## src/core/fet_fault_consts.svh

```systemverilog
`ifndef FET_FAULT_CONSTS_SVH
`define FET_FAULT_CONSTS_SVH
// Register byte offsets
`define OFS_FILTER     8'h00
`define OFS_CHECK      8'h04
`define OFS_STATUS     8'h08
// Status field positions
`define ST_CHG_BIT     16
`define ST_DSG_BIT     17
`define ST_LOCK_BIT    18
`define ST_BIST_BIT    19
`define ST_ICNT_LSB    20
`define ST_STATE_BIT   22
`define ST_OVR_LSB     24
// Reset values of the loaded configuration
`define FILTER_RST     8'h05
`define CHECK_RST      8'hFA
// Timing
`define CLK_PERIOD_NS  20
`define TICK_NS        100000
`define HOLDOFF_NS     5000000
`define HOLDOFF_TICKS  (`HOLDOFF_NS / `TICK_NS)
`define CHECK_TICKS    100
`define BIST_TICKS     16
`define OVR_FULL       100
`define OVR_ON_PCT     70
`define OVR_OFF_PCT    30
`define INTEG_LIMIT    3
`endif

```

## src/core/fet_fault_pkg.sv

```systemverilog
package fet_fault_pkg;
    // Fault index order in the comparator vector
    typedef enum logic [3:0] {
        F_OV, F_UV, F_OW, F_OTC, F_OTD, F_UTC, F_UTD, F_OVERCURRENT_LEVEL_ONE, F_OVERCURRENT_LEVEL_TWO, F_SCD
    } fault_id_t;
    typedef logic [9:0] fault_vec_t;
    typedef logic [7:0] count_t;
endpackage : fet_fault_pkg

```

## src/core/protector_fet_fault_control.sv

```systemverilog
// Design decisions made here: the AHB-Lite interface to the registers and the address map.
`include "fet_fault_consts.svh"
`timescale 1ns/1ps
`default_nettype none
module protector_fet_fault_control #(
    parameter int TICK_CYCLES = `TICK_NS / `CLK_PERIOD_NS,
    parameter int NUM_FAULTS  = 10
) (
    input  wire logic                       core_clk,
    input  wire logic                       sys_rst,
    // AHB-Lite slave
    input  wire logic                       hsel,
    input  wire logic [7:0]                 haddr,
    input  wire logic [1:0]                 htrans,
    input  wire logic                       hwrite,
    input  wire logic [2:0]                 hsize,
    input  wire logic [31:0]                hwdata,
    input  wire logic                       hready,
    output logic                            hreadyout,
    output logic                            hresp,
    output logic [31:0]                     hrdata,
    // Analog comparator levels
    input  wire fet_fault_pkg::fault_vec_t  fault_cond_in,
    input  wire logic                       charge_state_in,
    input  wire logic                       discharge_state_in,
    input  wire logic                       selftest_bad_in,
    input  wire logic                       charge_override_in,
    input  wire logic                       discharge_override_in,
    // Drivers and self-test select
    output logic [3:0]                      selftest_sel,
    output logic                            charge_fet_drive,
    output logic                            discharge_fet_drive,
    output logic                            upper_charge_out
);
    import fet_fault_pkg::*;

    localparam int NUM_IN = NUM_FAULTS + 5;

    // Three-stage synchronisers; a change is accepted when stages two and three agree
    logic [NUM_IN-1:0] in_raw;
    logic [NUM_IN-1:0] s1_reg;
    logic [NUM_IN-1:0] s2_reg;
    logic [NUM_IN-1:0] s3_reg;
    logic [NUM_IN-1:0] clean_reg;
    assign in_raw = {discharge_override_in, charge_override_in, selftest_bad_in,
                     discharge_state_in, charge_state_in, fault_cond_in};
    always_ff @(posedge core_clk) begin
        if (sys_rst) begin
            s1_reg    <= '0;
            s2_reg    <= '0;
            s3_reg    <= '0;
            clean_reg <= '0;
        end else begin
            s1_reg <= in_raw;
            s2_reg <= s1_reg;
            s3_reg <= s2_reg;
            for (int i = 0; i < NUM_IN; i++) begin
                if (s2_reg[i] == s3_reg[i]) begin
                    clean_reg[i] <= s3_reg[i];
                end
            end
        end
    end
    fault_vec_t cond;
    logic       chg_cur;
    logic       dsg_cur;
    logic       st_bad;
    logic [1:0] ovr_raw;
    assign cond    = clean_reg[NUM_FAULTS-1:0];
    assign chg_cur = clean_reg[NUM_FAULTS];
    assign dsg_cur = clean_reg[NUM_FAULTS+1];
    assign st_bad  = clean_reg[NUM_FAULTS+2];
    assign ovr_raw = clean_reg[NUM_FAULTS+4:NUM_FAULTS+3];

    // Common sample tick; every filter moves only on it, except that sleep clears the current-fault counters on any clock
    logic [31:0] tick_cnt_reg;
    logic        tick;
    assign tick = (tick_cnt_reg == 32'(TICK_CYCLES - 1));
    always_ff @(posedge core_clk) begin
        if (sys_rst || tick) begin
            tick_cnt_reg <= '0;
        end else begin
            tick_cnt_reg <= tick_cnt_reg + 32'h1;
        end
    end

    // Hold-off after reset; drivers stay off until it expires
    logic [7:0] hold_cnt_reg;
    logic       hold_done;
    assign hold_done = (hold_cnt_reg == 8'(`HOLDOFF_TICKS));
    always_ff @(posedge core_clk) begin
        if (sys_rst) begin
            hold_cnt_reg <= '0;
        end else if (tick && !hold_done) begin
            hold_cnt_reg <= hold_cnt_reg + 8'h1;
        end
    end

    // Loaded configuration; software may rewrite it, a failed check reloads it
    count_t filt_reg;
    count_t check_reg;
    logic   check_due;
    logic   check_bad;
    logic   [7:0] chk_tick_reg;
    logic   wr_en_reg;
    logic   [7:0] wr_addr_reg;
    assign check_due = tick && (chk_tick_reg == 8'(`CHECK_TICKS - 1));
    assign check_bad = (check_reg != ~filt_reg);
    always_ff @(posedge core_clk) begin
        if (sys_rst) begin
            chk_tick_reg <= '0;
        end else if (tick) begin
            chk_tick_reg <= check_due ? 8'h00 : chk_tick_reg + 8'h1;
        end
    end
    always_ff @(posedge core_clk) begin
        if (sys_rst || (check_due && check_bad)) begin
            filt_reg  <= `FILTER_RST;
            check_reg <= `CHECK_RST;
        end else if (wr_en_reg && wr_addr_reg == `OFS_FILTER) begin
            filt_reg <= hwdata[7:0];
        end else if (wr_en_reg && wr_addr_reg == `OFS_CHECK) begin
            check_reg <= hwdata[7:0];
        end
    end

    // Integrity counter; the lockout survives everything but reset
    logic [1:0] icnt_reg;
    logic       lock_reg;
    always_ff @(posedge core_clk) begin
        if (sys_rst) begin
            icnt_reg <= '0;
            lock_reg <= 1'b0;
        end else if (check_due && !lock_reg) begin
            if (check_bad) begin
                icnt_reg <= icnt_reg + 2'h1;
                lock_reg <= (icnt_reg == 2'(`INTEG_LIMIT - 1));
            end else if (icnt_reg != 2'h0) begin
                icnt_reg <= icnt_reg - 2'h1;
            end
        end
    end

    // Comparator self-test scheduler; runs forever, fail flag per comparator
    logic [7:0]            bist_tick_reg;
    logic                  bist_seen_ok_reg;
    logic [NUM_FAULTS-1:0] bist_fail_reg;
    logic                  bist_end;
    assign bist_end = tick && (bist_tick_reg == 8'(`BIST_TICKS - 1));
    always_ff @(posedge core_clk) begin
        if (sys_rst) begin
            bist_tick_reg    <= '0;
            selftest_sel     <= '0;
            bist_seen_ok_reg <= 1'b0;
            bist_fail_reg    <= '0;
        end else if (tick) begin
            bist_tick_reg    <= bist_end ? 8'h00 : bist_tick_reg + 8'h1;
            bist_seen_ok_reg <= bist_end ? 1'b0 : (bist_seen_ok_reg || !st_bad);
            if (bist_end) begin
                // Fault on every sample of the period declares it failed
                bist_fail_reg[selftest_sel] <= !bist_seen_ok_reg && st_bad;
                selftest_sel <= (selftest_sel == 4'(NUM_FAULTS - 1)) ? 4'h0 : selftest_sel + 4'h1;
            end
        end
    end

    // Driver requests built from qualified faults and overrides
    fault_vec_t flt_reg;
    logic [1:0] ovr_en_reg;
    logic       chg_off_req;
    logic       dsg_off_req;
    logic       hard_fault;
    logic       state_en;
    logic       chg_next;
    logic       dsg_next;
    logic       kill;
    assign hard_fault  = flt_reg[F_OW] | flt_reg[F_OTD] | flt_reg[F_UTD] |
                         flt_reg[F_OVERCURRENT_LEVEL_ONE] | flt_reg[F_OVERCURRENT_LEVEL_TWO] | flt_reg[F_SCD];
    assign chg_off_req = hard_fault | flt_reg[F_OV] | flt_reg[F_OTC] |
                         flt_reg[F_UTC] | !ovr_en_reg[0];
    assign dsg_off_req = hard_fault | flt_reg[F_UV] | !ovr_en_reg[1];
    assign state_en    = chg_off_req ^ dsg_off_req;
    assign kill        = lock_reg || (|bist_fail_reg) || !hold_done;
    assign chg_next    = !kill && (!chg_off_req || (state_en && dsg_cur));
    assign dsg_next    = !kill && (!dsg_off_req || (state_en && chg_cur));
    always_ff @(posedge core_clk) begin
        if (sys_rst) begin
            charge_fet_drive    <= 1'b0;
            discharge_fet_drive <= 1'b0;
            upper_charge_out    <= 1'b0;
        end else begin
            charge_fet_drive    <= chg_next;
            discharge_fet_drive <= dsg_next;
            upper_charge_out    <= chg_next;
        end
    end

    // Per-fault add/subtract filter
    count_t flt_cnt [NUM_FAULTS];
    genvar g;
    generate
        for (g = 0; g < NUM_FAULTS; g++) begin : gen_filt
            // Current detection sleeps with the discharge driver; charge driver plays no part
            logic sleep;
            logic hit;
            assign sleep = (g == F_OVERCURRENT_LEVEL_ONE || g == F_OVERCURRENT_LEVEL_TWO || g == F_SCD) &&
                           !discharge_fet_drive && !flt_reg[g];
            assign hit   = flt_reg[g] ? !cond[g] : cond[g];
            always_ff @(posedge core_clk) begin
                if (sys_rst) begin
                    flt_reg[g] <= (g == F_OV);
                    flt_cnt[g] <= '0;
                end else if (sleep) begin
                    flt_cnt[g] <= '0;
                end else if (tick) begin
                    if (hit && flt_cnt[g] + 8'h1 >= filt_reg) begin
                        flt_reg[g] <= !flt_reg[g];
                        flt_cnt[g] <= '0;
                    end else if (hit) begin
                        flt_cnt[g] <= flt_cnt[g] + 8'h1;
                    end else if (flt_cnt[g] != 8'h0) begin
                        flt_cnt[g] <= flt_cnt[g] - 8'h1;
                    end
                end
            end
        end
    endgenerate

    // Override filters with hysteresis; start disabled at zero count
    count_t ovr_cnt [2];
    generate
        for (g = 0; g < 2; g++) begin : gen_ovr
            always_ff @(posedge core_clk) begin
                if (sys_rst) begin
                    ovr_cnt[g]    <= '0;
                    ovr_en_reg[g] <= 1'b0;
                end else if (tick) begin
                    if (ovr_raw[g] && ovr_cnt[g] != 8'(`OVR_FULL)) begin
                        ovr_cnt[g] <= ovr_cnt[g] + 8'h1;
                    end else if (!ovr_raw[g] && ovr_cnt[g] != 8'h0) begin
                        ovr_cnt[g] <= ovr_cnt[g] - 8'h1;
                    end
                    if (ovr_cnt[g] > 8'(`OVR_FULL * `OVR_ON_PCT / 100)) begin
                        ovr_en_reg[g] <= 1'b1;
                    end else if (ovr_cnt[g] < 8'(`OVR_FULL * `OVR_OFF_PCT / 100)) begin
                        ovr_en_reg[g] <= 1'b0;
                    end
                end
            end
        end
    endgenerate

    // AHB-Lite slave: zero wait states, always OKAY, read data loaded in address phase
    logic [31:0] status;
    logic        addr_ok;
    assign addr_ok = hsel && hready && htrans[1];
    assign status  = {6'h00, ovr_en_reg, 1'b0, state_en, icnt_reg, |bist_fail_reg,
                      lock_reg, discharge_fet_drive, charge_fet_drive, 6'h00, flt_reg};
    assign hreadyout = 1'b1;
    assign hresp     = 1'b0;
    always_ff @(posedge core_clk) begin
        if (sys_rst) begin
            wr_en_reg   <= 1'b0;
            wr_addr_reg <= '0;
            hrdata      <= '0;
        end else begin
            wr_en_reg   <= addr_ok && hwrite;
            wr_addr_reg <= haddr;
            if (addr_ok && !hwrite) begin
                unique case (haddr)
                    `OFS_FILTER: hrdata <= {24'h000000, filt_reg};
                    `OFS_CHECK:  hrdata <= {24'h000000, check_reg};
                    `OFS_STATUS: hrdata <= status;
                    default:     hrdata <= 32'h00000000;
                endcase
            end
        end
    end
endmodule : protector_fet_fault_control
`default_nettype wire

```

## config.mk

```make
export PLATFORM = sky130hd
export DESIGN_NAME = protector_fet_fault_control
export DESIGN_NICKNAME = d
export VERILOG_FILES = /design/src/core/fet_fault_pkg.sv /design/src/core/protector_fet_fault_control.sv
export VERILOG_INCLUDE_DIRS = /design/src /design/src/core
export SDC_FILE = /design/constraint.sdc
export NUM_CORES = 1
export LEC_CHECK = 0
export BUFFER_PORTS_ARGS = -buffer_cell sky130_fd_sc_hd__buf_2
export CAP_MARGIN = 20
export CORE_MARGIN = 5
export CORE_UTILIZATION = 64
export CTS_BUF_LIST = sky130_fd_sc_hd__clkbuf_8
export DETAILED_ROUTE_END_ITERATION = 12
export HOLD_SLACK_MARGIN = 0.03
export PLACE_DENSITY = 0.83
export SYNTH_ARGS = -nofsm -noshare
export SYNTH_HDL_FRONTEND = slang
export SYNTH_SLANG_ARGS = --single-unit
```

## constraint.sdc

```tcl
create_clock -name core_clk -period 4.15 [get_ports core_clk]
set_input_delay 0.83 -clock core_clk [delete_from_list [all_inputs] [get_ports core_clk]]
set_output_delay 0.83 -clock core_clk [all_outputs]
set_load 0.05 [all_outputs]
```

==> results.md <==
* Antenna violations before repair at 0
* CTS tree: yes
* DRT Pass-1 Iters at 5
* Row cnt at ~60
* Seq pwr share at 0.495
* Switching power at around 1.6 mW
* Cell total after placement at between 2000 and 2500
* Clk pwr share at 0.432
* Max stage delay cell, worst path: dfxtp_1
* Max VDD drop at 0.0003649 V
* GRT Residual Overflow at 0
* Multi-input gate area at 9642 um2
* Root Buffer: clkbuf_8
* Critical Path Sink Type: flip-flop
* Largest net degree at the start of global routing at 80
* Fraction of the yosys area taken by sequential cells at 0.3951
* Synth Flop Type: dfxtp_1
* Critical path cell sequence: ha_1 -> nor4b_4 -> nand3_2 -> nor4_2 -> buf_4 -> nand2_1 -> inv_1 -> ha_1 -> a21o_1 -> a21oi_1 -> o21ai_0 -> o41ai_1 -> xnor2_1 -> nor2_1
* H-Tree Depth at 2
* Switching part of the total at 0.2532
* Final setup vio count at 0
* Internal cell power at 4.641 mW
* Flip-flop and latch count after synthesis at approximately 290
* Final worst path period need at between 3000 and 4000 ps
* Fin. Hold Viols at 0
* Worst-Margin Slew at 958.1 ps
* Hpwl dp at 28.11 mm
* R2R Setup Slk at 570 ps
* Vias in the first global route at between 10000 and 15000
* FFs w/ async S/R, synth at 0
* Die Wd at 173.1 um
* Final setup TNS at 0 ps
* Worst-skew pair later-pin latency at 580 ps
* Avg WL per Cell at about 17 um
* PwrDens at 336.2 nW/um2
* Buffer count from post-CTS setup fixing at 0
* Final cell count without fillers at 2371
* Synth Warn # at 0
* # DRC at 0
* Number of synthesized flops with an enable pin at 96
* Die Ht at ~170 um
* CTS Hold Buffers Added at 0
* CP Max Fanout at 6
* Hold Crit Class: reg2reg
* Register Area at 6726 um2
* Max transition margin at 0.3574
* Io pins at 106
* Vias per cell at approximately 6.1
* Worst Path Buf+Inv at 2
* LEAKAGE at 7.278 nW
* RSZ-0062 raised after global routing: no
* Cts bufs inserted at 47
* Area growth from synthesis to layout at 8.576%
* Max FFs per register at 80
* Clk slew on worst S/H paths at about 70 ps
* Fillers at 2040
* Max cap viols at 0
* Hold slack at 428.9 ps
* Status: finished clean
* Initial drt markers at around 1200
* Startpoint class of the critical path: flip-flop
* CTS max path bufs at 3
* Post-CTS resize count at 0
* Critical Path Max Stage Delay at 370 ps
* First-pass GRT wire length at 67.01 mm
* Gr usage total at 0.2613
* Post-synth cell types at 74
* Crit path DAT at 3900 ps
* Final net count at 2188
* Post-route ant nets at 0
* Synth Cell Area at ~17000 um2
* GP Congestion at 0.9057
* Share of post-route cells with drive strength above 1 at 0.09086
* Comb power frac at 0.073
* Buffers added on ports at 62
* Fmax at 279.3 MHz
* Initial Util at 0.6515
* Ant diodes at 0
* Core area at 26130 um2
* Via Count at 14370
* Final period util at 0.8627
* Die area at 29960 um2
* CP Class: reg2reg
* Critical path's most frequent cell: ha_1
* CP required at ~4500 ps
* Top delay family on crit path: compound AO/OA/AOI/OAI gates
* Count of pins over their slew limit at 0
* Syn Inst Count at 1967
* Total wire length at 40.28 mm
* Worst Skew at 25.08 ps
* CTS Sinks at approximately 290
* Synthesized area per cell at ~8.7 um2
[placed cells by master (no fill, tap or decap), types with 22 or more instances in the layout]
cell / n
nor2_1: 209
edfxtp_1: 96
nor3_1: 61
a21oi_1: 131
o21ai_0: 119
buf_2: 62
and3_1: 31
buf_4: 22
mux2i_1: 33
inv_1: 58
dfxtp_1: 192
xnor2_1: 79
nor2b_1: 70
clkbuf_8: 55
ha_1: 124
xor2_1: 80
nand3_1: 112
nand2_1: 193
[kinds of logic after synthesis]
kind of cell | share of synthesized area
xor gates and xnor gates | 0.08180
muxes | 0.01940
other | 0.0004411
buffers and inverters | 0.04248
AOI/OAI and AO/OA | 0.1316
and+or+nand+nor | 0.2369
DFF | 0.3951
adders and majority gates | 0.09231
[per-stage QoR]
step / instance area, um2 / util / power [mW] / setup WS, ps
after detailed placement: 17450 / 0.6677 / 3.579 / 597.4
after CTS: 18480 / 0.7072 / 6.240 / 618.8
after floorplan: 17070 / - / 3.479 / 879.5
final: 18490 / 0.7074 / 6.214 / 569.7
after global placement: 17440 / 0.6674 / 3.555 / 701.3
after global routing: 18490 / 0.7074 / 6.458 / 324.5
[synthesized netlist by cell type, drive strengths merged (4+ instances only)]
cell type  count  share of area
a211oi         9         0.0040
a21o           7         0.0031
a21oi        132          0.039
a221oi        10         0.0051
a22o           7         0.0036
a22oi         16         0.0071
a31oi          8         0.0029
and2          14         0.0051
and3          31          0.011
and4           5         0.0026
buf           34          0.013
clkbuf        81          0.018
dfxtp        192           0.23
edfxtp        96           0.17
ha           124          0.091
inv           51          0.011
mux2i         33          0.019
nand2        193          0.043
nand2b        16         0.0059
nand3        113          0.034
nand3b        12         0.0053
nand4         19         0.0070
nand4b         4         0.0021
nor2         211          0.047
nor2b         70          0.026
nor3          62          0.018
nor3b         10         0.0044
nor4          22         0.0093
nor4b          5         0.0035
o2111ai        4         0.0021
o21a           6         0.0026
o21ai        119          0.035
o221ai         4         0.0021
o22a          10         0.0051
o22ai          9         0.0033
o311ai         6         0.0031
o31ai          4         0.0018
or2           12         0.0044
or3           11         0.0040
or4            6         0.0029
xnor2         79          0.041
xor2          80          0.041
[power by group through the flow]
stage,Combinational (mW),Clock [mW],Sequential (mW)
global route,0.511,2.86,3.09
detailed placement,0.447,0,3.13
finish,0.455,2.68,3.08
global placement,0.427,0,3.13
CTS,0.451,2.72,3.07
floorplan,0.405,0,3.07
[worst register-to-register path, stage by stage, from the launching register on]
cell,delay [ps]
dfxtp_1,370
ha_1,250
nor4b_4,260
nand3_2,210
nor4_2,310
buf_4,200
nand2_1,80
inv_1,190
ha_1,300
a21o_1,180
a21oi_1,250
o21ai_0,180
o41ai_1,330
xnor2_1,170
nor2_1,50
[layout make-up]
type	instances	share of cell area
Multi-Input combinational cell	1526	0.5216
Sequential cell	288	0.3639
Clock buffer	55	0.04095
Timing Repair Buffer	84	0.02572
Tap cell	335	0.02268
Clock inverter	32	0.01482
Inverter	51	0.01036
[layer usage]
layer	up-vias	share of wire	track usage
met2	468	0.49	0.4550
met1	6798	0.42	0.3325
met3	101	0.057	0.03515
met5	-	0	0
met4	0	0.032	0.09744
li1	7001	-	-
[path summary, 6_finish.rpt]
kind | from | to | cells after the start
setup / recovery | tick_cnt_reg[0]$_SDFF_PP0_ | ovr_cnt[1][7]$_SDFFCE_PN0P_ | 14
hold / removal | s1_reg[11]$_SDFF_PP0_ | s2_reg[11]$_SDFF_PP0_ | 1
setup reg to reg | tick_cnt_reg[0]$_SDFF_PP0_ | ovr_cnt[1][7]$_SDFFCE_PN0P_ | 14
hold reg to reg | s1_reg[11]$_SDFF_PP0_ | s2_reg[11]$_SDFF_PP0_ | 1
No activity file was read; power rests on OpenSTA's default activity.
